## src/logic/uxr_pkg.sv

```systemverilog
//==========================================================================
// Overview of operation
// RL1 - nine_bit_control bit 0 selects nine-bit framing, otherwise normal framing
// RL2 - nine_bit_control bit 1 raises level 1 interrupt on received ninth bit set
// RL3 - ier bit 5 enables four-character detection only in nine-bit plus enhanced mode
// RL4 - match against four nine-bit patterns: special chars plus nine_bit_control bits 2-5
// RL5 - nine_bit_control bits 7 and 6 always read zero
// RL6 - hardware reset clears modem_event_mask, enabling every modem event
// RL7 - mask bit 0 blocks cts change from interrupt, power event and wake
// RL8 - mask bit 1 blocks dsr change from interrupt, power event and wake
// RL9 - unmasked ring trailing edge: level 4 interrupt with ier 3, power event in D2, wake
// RL10 - mask bit 2 blocks ring trailing edge from interrupt, power event and wake
// RL11 - mask bit 3 blocks carrier-detect change from interrupt, power event and wake
// RL12 - software writes zero to modem_event_mask bit 4
// RL13 - mask bit 5 stops serial input change asserting power event in D2
// RL14 - index 0x0f reads back the write-only fifo control register
// RL15 - good_data_flag bit 0 is good-data status, bits 7 to 1 zero
// RL16 - dma status bit 0 reads one while receive request line is low
// RL17 - dma status bit 1 reads one while transmit request line is low
// RL18 - dma force bit 6 holds receive request deasserted
// RL19 - dma force bit 7 holds transmit request deasserted
// RL20 - port_index at 0x12 reads channel number zero
// RL21 - clock_alteration clears on hardware reset, survives channel software reset
// RL22 - in nine-bit framing the ninth bit goes into line status bit 2
// RL23 - special character match raises level 5 interrupt as character enters fifo
// RL24 - writes to read-only or reserved bits ignored, reserved bits read zero
//==========================================================================
package uxr_pkg;
   //==========================================================================
   // register indexes
   localparam logic [7:0] IDX_NINE_BIT_CONTROL = 8'h0d;
   localparam logic [7:0] IDX_MODEM_EVENT_MASK = 8'h0e;
   localparam logic [7:0] IDX_FIFO_CONTROL_READBACK = 8'h0f;
   localparam logic [7:0] IDX_GOOD_DATA_FLAG = 8'h10;
   localparam logic [7:0] IDX_DMA_READY_STATUS_FORCE = 8'h11;
   localparam logic [7:0] IDX_PORT_INDEX = 8'h12;
   localparam logic [7:0] IDX_CLOCK_ALTERATION = 8'h13;
   localparam logic [7:0] IDX_SPECIAL_CHAR_ONE = 8'h20;
   localparam logic [7:0] IDX_SPECIAL_CHAR_TWO = 8'h21;
   localparam logic [7:0] IDX_SPECIAL_CHAR_THREE = 8'h22;
   localparam logic [7:0] IDX_SPECIAL_CHAR_FOUR = 8'h23;
   //==========================================================================
   // field positions
   localparam int NBC_ENABLE = 0;
   localparam int NBC_ADDR_INT = 1;
   localparam int NBC_SPC_LSB = 2;
   localparam int MEM_CTS = 0;
   localparam int MEM_DSR = 1;
   localparam int MEM_RI = 2;
   localparam int MEM_DCD = 3;
   localparam int MEM_SIN = 5;
   localparam int IER_MODEM = 3;
   localparam int IER_SPECIAL = 5;
   localparam int DMS_RX_STAT = 0;
   localparam int DMS_TX_STAT = 1;
   localparam int DMS_RX_FORCE = 6;
   localparam int DMS_TX_FORCE = 7;
   //==========================================================================
   // writable bit masks and reset values
   localparam logic [7:0] NBC_WMASK = 8'h3f;
   localparam logic [7:0] MEM_WMASK = 8'h2f;
   localparam logic [7:0] NBC_RESET = 8'h00;
   localparam logic [7:0] MEM_RESET = 8'h00;
   localparam logic [7:0] CKA_RESET = 8'h00;
   localparam logic [7:0] SPC_RESET = 8'h00;
   localparam logic [7:0] PORT_NUMBER = 8'h00;
endpackage : uxr_pkg

```

## src/logic/uxr_ext_regs.sv

```systemverilog
`timescale 1ns/1ps
module uxr_ext_regs (
   input wire logic CLOCK,
   input wire logic RST_N,
   input wire logic SOFT_RST,
   input wire logic [7:0] ADDR,
   input wire logic [7:0] WDATA,
   input wire logic WR,
   input wire logic RD,
   output logic [7:0] RDATA,
   input wire logic [7:0] FIFO_CONTROL_REG,
   input wire logic [7:0] INTERRUPT_ENABLE_REG,
   input wire logic ENHANCED_MODE,
   input wire logic POWER_STATE_D2,
   input wire logic GOOD_DATA,
   input wire logic RX_PUSH,
   input wire logic [8:0] RX_CHAR,
   input wire logic RX_DMA_REQ,
   input wire logic TX_DMA_REQ,
   input wire logic CTS_N,
   input wire logic DSR_N,
   input wire logic RI_N,
   input wire logic DCD_N,
   input wire logic SERIAL_DATA_INPUT,
   output logic NINE_BIT_MODE,
   output logic LSR_BIT2,
   output logic ADDR_CHAR_INT,
   output logic SPECIAL_CHAR_INT,
   output logic RING_INT,
   output logic [3:0] MODEM_DELTA,
   output logic PME,
   output logic WAKE,
   output logic RECEIVE_DMA_REQUEST_N,
   output logic TRANSMIT_DMA_REQUEST_N,
   output logic [7:0] CLOCK_ALTERATION
);
   //==========================================================================
   // state
   typedef struct packed {
      logic [7:0] nbc;
      logic [7:0] mem;
      logic [7:0] clock_alteration;
      logic [3:0][7:0] spc;
      logic [1:0] force_bits;
      logic [7:0] rdata;
      logic [4:0] sync1;
      logic [4:0] sync2;
      logic [4:0] prev;
      logic lsr2;
      logic addr_int;
      logic spc_int;
      logic ring_int;
      logic [3:0] delta;
      logic pme;
      logic wake;
      logic rx_req_n;
      logic tx_req_n;
   } uxr_state_s;

   uxr_state_s r;
   uxr_state_s next_r;

   // line order in the sync vector: cts, dsr, ri, dcd, serial input
   logic [4:0] pins;
   logic [4:0] changed;
   logic ri_trail;
   logic [3:0] allowed;
   logic [3:0] hit;
   logic [8:0] pattern;
   logic sin_evt;

   assign pins = {SERIAL_DATA_INPUT, DCD_N, RI_N, DSR_N, CTS_N};

   //==========================================================================
   // next state
   always_comb begin
      next_r = r;
      pattern = 9'h000;
      hit = 4'h0;
      // first stage feeds only the second stage
      next_r.sync1 = pins;
      next_r.sync2 = r.sync1;
      next_r.prev = r.sync2;
      changed = r.sync2 ^ r.prev;
      // ring indicator active low: trailing edge is low to high
      ri_trail = r.sync2[2] & ~r.prev[2];
      allowed[0] = changed[0] & ~r.mem[uxr_pkg::MEM_CTS]; // RL7
      allowed[1] = changed[1] & ~r.mem[uxr_pkg::MEM_DSR]; // RL8
      allowed[2] = ri_trail & ~r.mem[uxr_pkg::MEM_RI]; // RL10
      allowed[3] = changed[3] & ~r.mem[uxr_pkg::MEM_DCD]; // RL11
      sin_evt = changed[4] & ~r.mem[uxr_pkg::MEM_SIN]; // RL13
      next_r.delta = allowed;
      next_r.ring_int = allowed[2] & INTERRUPT_ENABLE_REG[uxr_pkg::IER_MODEM]; // RL9
      // power event only in D2; masked lines never reach it
      next_r.pme = POWER_STATE_D2 & ((|allowed) | sin_evt); // RL9
      next_r.wake = |allowed; // RL9

      // receive side
      for (int i = 0; i < 4; i++) begin
         pattern = {r.nbc[uxr_pkg::NBC_SPC_LSB + i], r.spc[i]}; // RL4
         hit[i] = (RX_CHAR == pattern);
      end
      next_r.addr_int = RX_PUSH & r.nbc[uxr_pkg::NBC_ENABLE] &
                        r.nbc[uxr_pkg::NBC_ADDR_INT] & RX_CHAR[8]; // RL2
      next_r.spc_int = RX_PUSH & r.nbc[uxr_pkg::NBC_ENABLE] & ENHANCED_MODE &
                       INTERRUPT_ENABLE_REG[uxr_pkg::IER_SPECIAL] & (|hit); // RL3 RL23
      if (RX_PUSH) begin
         // parity is off in nine-bit framing, so the slot carries the ninth bit
         next_r.lsr2 = r.nbc[uxr_pkg::NBC_ENABLE] & RX_CHAR[8]; // RL22
      end

      // dma request lines, forced high when the force bit is set
      next_r.rx_req_n = ~(RX_DMA_REQ & ~r.force_bits[0]); // RL18
      next_r.tx_req_n = ~(TX_DMA_REQ & ~r.force_bits[1]); // RL19

      // register writes; unmapped and read-only indexes are ignored
      if (WR) begin
         case (ADDR)
            uxr_pkg::IDX_NINE_BIT_CONTROL: begin
               next_r.nbc = WDATA & uxr_pkg::NBC_WMASK; // RL5 RL24
            end
            uxr_pkg::IDX_MODEM_EVENT_MASK: begin
               // bit 4 dropped even if software breaks the zero convention
               next_r.mem = WDATA & uxr_pkg::MEM_WMASK; // RL12 RL24
            end
            uxr_pkg::IDX_DMA_READY_STATUS_FORCE: begin
               next_r.force_bits = {WDATA[uxr_pkg::DMS_TX_FORCE],
                                    WDATA[uxr_pkg::DMS_RX_FORCE]}; // RL24
            end
            uxr_pkg::IDX_CLOCK_ALTERATION: begin
               next_r.clock_alteration = WDATA;
            end
            uxr_pkg::IDX_SPECIAL_CHAR_ONE: begin
               next_r.spc[0] = WDATA;
            end
            uxr_pkg::IDX_SPECIAL_CHAR_TWO: begin
               next_r.spc[1] = WDATA;
            end
            uxr_pkg::IDX_SPECIAL_CHAR_THREE: begin
               next_r.spc[2] = WDATA;
            end
            uxr_pkg::IDX_SPECIAL_CHAR_FOUR: begin
               next_r.spc[3] = WDATA;
            end
            default: begin
            end
         endcase
      end

      // read data stands for exactly one cycle after the strobe
      next_r.rdata = 8'h00;
      if (RD) begin
         case (ADDR)
            uxr_pkg::IDX_NINE_BIT_CONTROL: next_r.rdata = r.nbc; // RL5
            uxr_pkg::IDX_MODEM_EVENT_MASK: next_r.rdata = r.mem;
            uxr_pkg::IDX_FIFO_CONTROL_READBACK: next_r.rdata = FIFO_CONTROL_REG; // RL14
            uxr_pkg::IDX_GOOD_DATA_FLAG: next_r.rdata = {7'h00, GOOD_DATA}; // RL15
            uxr_pkg::IDX_DMA_READY_STATUS_FORCE: begin
               next_r.rdata = {r.force_bits, 4'h0, ~r.tx_req_n, ~r.rx_req_n}; // RL16 RL17
            end
            uxr_pkg::IDX_PORT_INDEX: next_r.rdata = uxr_pkg::PORT_NUMBER; // RL20
            uxr_pkg::IDX_CLOCK_ALTERATION: next_r.rdata = r.clock_alteration;
            uxr_pkg::IDX_SPECIAL_CHAR_ONE: next_r.rdata = r.spc[0];
            uxr_pkg::IDX_SPECIAL_CHAR_TWO: next_r.rdata = r.spc[1];
            uxr_pkg::IDX_SPECIAL_CHAR_THREE: next_r.rdata = r.spc[2];
            uxr_pkg::IDX_SPECIAL_CHAR_FOUR: next_r.rdata = r.spc[3];
            default: next_r.rdata = 8'h00;
         endcase
      end

      // channel reset: clock mode and event mask survive so software can
      // pick a clock first and then reset the channel cleanly
      if (SOFT_RST) begin
         next_r.nbc = uxr_pkg::NBC_RESET;
         next_r.force_bits = 2'b00;
         next_r.lsr2 = 1'b0;
         next_r.addr_int = 1'b0;
         next_r.spc_int = 1'b0;
         for (int i = 0; i < 4; i++) begin
            next_r.spc[i] = uxr_pkg::SPC_RESET;
         end
      end // RL21
   end

   //==========================================================================
   // registers
   always_ff @(posedge CLOCK) begin
      if (!RST_N) begin
         r <= '0;
         r.nbc <= uxr_pkg::NBC_RESET;
         r.mem <= uxr_pkg::MEM_RESET; // RL6
         r.clock_alteration <= uxr_pkg::CKA_RESET; // RL21
         r.sync1 <= 5'h1f;
         r.sync2 <= 5'h1f;
         r.prev <= 5'h1f;
         r.rx_req_n <= 1'b1;
         r.tx_req_n <= 1'b1;
      end else begin
         r <= next_r;
      end
   end

   //==========================================================================
   // outputs
   assign RDATA = r.rdata;
   assign NINE_BIT_MODE = r.nbc[uxr_pkg::NBC_ENABLE]; // RL1
   assign LSR_BIT2 = r.lsr2;
   assign ADDR_CHAR_INT = r.addr_int;
   assign SPECIAL_CHAR_INT = r.spc_int;
   assign RING_INT = r.ring_int;
   assign MODEM_DELTA = r.delta;
   assign PME = r.pme;
   assign WAKE = r.wake;
   assign RECEIVE_DMA_REQUEST_N = r.rx_req_n;
   assign TRANSMIT_DMA_REQUEST_N = r.tx_req_n;
   assign CLOCK_ALTERATION = r.clock_alteration;
endmodule : uxr_ext_regs

```

## config.mk

```make
export PLATFORM = sky130hd
export DESIGN_NAME = uxr_ext_regs
export DESIGN_NICKNAME = d
export VERILOG_FILES = /design/src/logic/uxr_pkg.sv /design/src/logic/uxr_ext_regs.sv
export SDC_FILE = /design/constraint.sdc
export NUM_CORES = 1
export LEC_CHECK = 0
export BUFFER_PORTS_ARGS = -buffer_cell sky130_fd_sc_hd__buf_2
export CORE_MARGIN = 2
export CORE_UTILIZATION = 40
export CTS_CLUSTER_DIAMETER = 80
export DETAILED_ROUTE_END_ITERATION = 6
export MAX_ROUTING_LAYER = met4
export SLEW_MARGIN = 10
export SYNTH_ARGS = -nofsm -noshare
export SYNTH_HDL_FRONTEND = slang
export SYNTH_SLANG_ARGS = --single-unit
```

## constraint.sdc

```tcl
create_clock -name CLOCK -period 3.55 [get_ports CLOCK]
set_clock_uncertainty 0.05 [all_clocks]
set_input_delay 0.355 -clock CLOCK [delete_from_list [all_inputs] [get_ports CLOCK]]
set_output_delay 0.355 -clock CLOCK [all_outputs]
set_load 0.03 [all_outputs]
```

==> results.json <==
{
  "clkTransAtPathRegs_ns": 0.09,
  "synth_area_leader_cell": "dfxtp_1",
  "crit_type": "primary input to register",
  "fin_nets": 526,
  "grt_max_degree": 44,
  "clk-insertion-delay-late_ns": 0.36,
  "antenna_found_initial": 0,
  "ys_async_sr_fraction_pct": 0,
  "layoutNonFillerInstCount": 610,
  "numPlacedInstances": 594,
  "grt_setup_unrepaired": "no",
  "io_pins": 86,
  "area_delta_synth_final_pct": 12.0,
  "synth_cell_types": 45,
  "gr-usage-all-layers_pct": 18.6,
  "fp.dieH_um": 106,
  "place_hpwl_um": 7420,
  "seq_area_frac_synth_pct": 41.9,
  "reg2reg_from": "pattern[3]",
  "drv_slew": 0,
  "avgRoutedWirePerCell_um": 16.3,
  "diodes": 0,
  "start_util_pct": 40.9,
  "port-buffer-count": 79,
  "layout-drive-gt1-share_pct": 24.5,
  "cts.path.max_buffers": 2,
  "p_per_area_mw_per_mm2": 406,
  "fin_crit_sh_pct": 61.6,
  "slew_headroom_pct": 58.0,
  "ys_ff_latch": 88,
  "drt-pass1-iter-count": 4,
  "grt_pass1_wl_um": 15500,
  "cts_tree": "yes",
  "cp_max_fo": 14,
  "wl_um": 9950,
  "syn_avg_cell_area_um2": 9.84,
  "synthTopCellsByArea": "dfxtp_1 42%, mux2i_1 14%, xnor2_1 6.3%, nor2_1 4.2%, buf_4 3.6%",
  "critPathArrivalTime_ns": 2.41,
  "leakage_nw": 2.13,
  "synth_common_cells": "88 x dfxtp_1, 58 x mux2i_1, 47 x nor2_1, 30 x xnor2_1, 22 x clkbuf_1",
  "ir_drop_uv": 160,
  "crit_start": "ADDR[5]",
  "synthFlopType": "dfxtp_1",
  "gp_congestion": 0.855,
  "root_buffer": "clkbuf_8",
  "setup_viol": 0,
  "hp-start": "SERIAL_DATA_INPUT",
  "clock_sinks": 88,
  "worst_slew_pin_slew_ns": 0.630,
  "synth_area_mm2": 0.00420,
  "post_cts_resized": 0,
  "cts_hold_buffers": 0,
  "route.detailed.drc": 0,
  "min_period_ns": 2.19,
  "crit_path_end_kind": "register",
  "worstRegToRegCells": 5,
  "r2r_end": "SPECIAL_CHAR_INT",
  "nFillCells": 987,
  "htree_levels": 3,
  "worstSetupStartpointType": "primary input",
  "max_cap_violations": 0,
  "synthCells": 427,
  "yosysMostFrequentCell": "dfxtp_1",
  "synth_top_area_share_pct": 41.9,
  "hold_end": "next_r[21]",
  "crit_required_ns": 3.77,
  "setup_tns_ns": 0,
  "hold_viol_final": 0,
  "grt_pass1_vias": 2885,
  "r2r_slack_ns": 1.83,
  "grt.overflow.total": 0,
  "hp-class": "primary input to register",
  "syn-num-nets": 484,
  "rows": 37,
  "status": "completed",
  "viasPerCell": 5.03,
  "synth-warning-count": 0,
  "fmax_mhz": 457,
  "post_cts_buffers": 0,
  "cts_buffers": 9,
  "hold_depth": 2,
  "dieArea_mm2": 0.0113,
  "dieWidth_um": 106,
  "drtAntennaViolNets": 0,
  "vias": 3071,
  "final_util_pct": 45.8,
  "drtIter0Drc": 152,
  "synth_edf_count": 0,
  "coreArea_mm2": 0.0103
}
-- per-layer routing --
layer / wire [um] / track usage, % / vias to the layer above / share of wire [%]
li1: - / - / 1532 / -
met1: 4700 / 25.6 / 1441 / 47
met2: 4420 / 27.2 / 89 / 44
met3: 695 / 4.35 / 9 / 7.0
met4: 128 / 5.66 / 0 / 1.3
met5: 0 / - / - / 0
-- cell type report --
cell class / count / area, um^2 / share of cell area, %
clock buffer: 13 / 149 / 3.16
clock inverter: 3 / 65.1 / 1.38
multi-input combinational: 289 / 2150 / 45.7
sequential: 88 / 1760 / 37.4
tap: 136 / 170 / 3.62
timing repair buffer: 81 / 410 / 8.72
-- cell usage in the layout (no fill, tap or decap), types with 5 or more instances in the layout --
master / netlist / layout
a22o_1: 10 / 10
a22oi_1: 5 / 5
and2_1: 5 / 5
buf_2: 4 / 79
clkbuf_8: 0 / 10
dfxtp_1: 88 / 88
mux2i_1: 58 / 58
nand2_1: 14 / 14
nand2b_1: 19 / 19
nand3_1: 11 / 11
nand3_2: 5 / 5
nor2_1: 47 / 47
nor2b_1: 18 / 18
nor4_1: 5 / 5
o21ai_0: 9 / 9
xnor2_1: 30 / 30
xor2_1: 10 / 10
-- critical path: stages --
cell and delay (ns):
buf_2 0.13, nor2b_1 0.47, nor2b_4 0.48, a2111oi_1 0.11, or3_1 0.61, a41oi_2 0.25
-- through the flow --
stage | instance area (um^2) | hold slack (ns) | power, mW | setup WS, ns
2_1_floorplan | 4200 | 0.336 | 1.12 | 1.51
3_3_place_gp | 4490 | 0.342 | 1.18 | 1.06
3_5_place_dp | 4490 | 0.342 | 1.18 | 1.01
4_1_cts | 4710 | 0.109 | 1.92 | 1.39
5_1_grt | 4710 | 0.0919 | 1.99 | 1.25
6_report | 4710 | 0.118 | 1.91 | 1.36
-- worst max-delay path by stage --
| stage | to | slack (ns) | cells past startpoint |
|---|---|---|---|
| after floorplan | RDATA[4] | 1.51 | 8 |
| after global placement | RDATA[4] | 1.06 | 6 |
| after detailed placement | RDATA[4] | 1.01 | 6 |
| after CTS | RDATA[4] | 1.39 | 6 |
| after global routing | RDATA[4] | 1.25 | 6 |
| final | RDATA[4] | 1.36 | 6 |
-- state kept, by name, summed over array words and instances, names as in the netlist, 4 cells and up --
signal	cells
CLOCK_ALTERATION	8
MODEM_DELTA	4
RDATA	8
next_r	10
pattern	9
r	40
-- logic make-up after synthesis --
logic type | Yosys count | share of synthesized area (%)
mux | 64 | 16.2
simple gates | 146 | 19.2
xor+xnor | 40 | 8.34
buf+inv | 50 | 6.91
compound gates | 39 | 7.39
flops | 88 | 41.9
-- power breakdown --
part / total, mW / internal (mW) / switching [mW]
clock: 0.753 / 0.416 / 0.337
sequential: 1.00 / 0.998 / 0.00451
combinational: 0.154 / 0.0608 / 0.0930
total: 1.91 / 1.48 / 0.434
(Power assumes the default switching activity.)
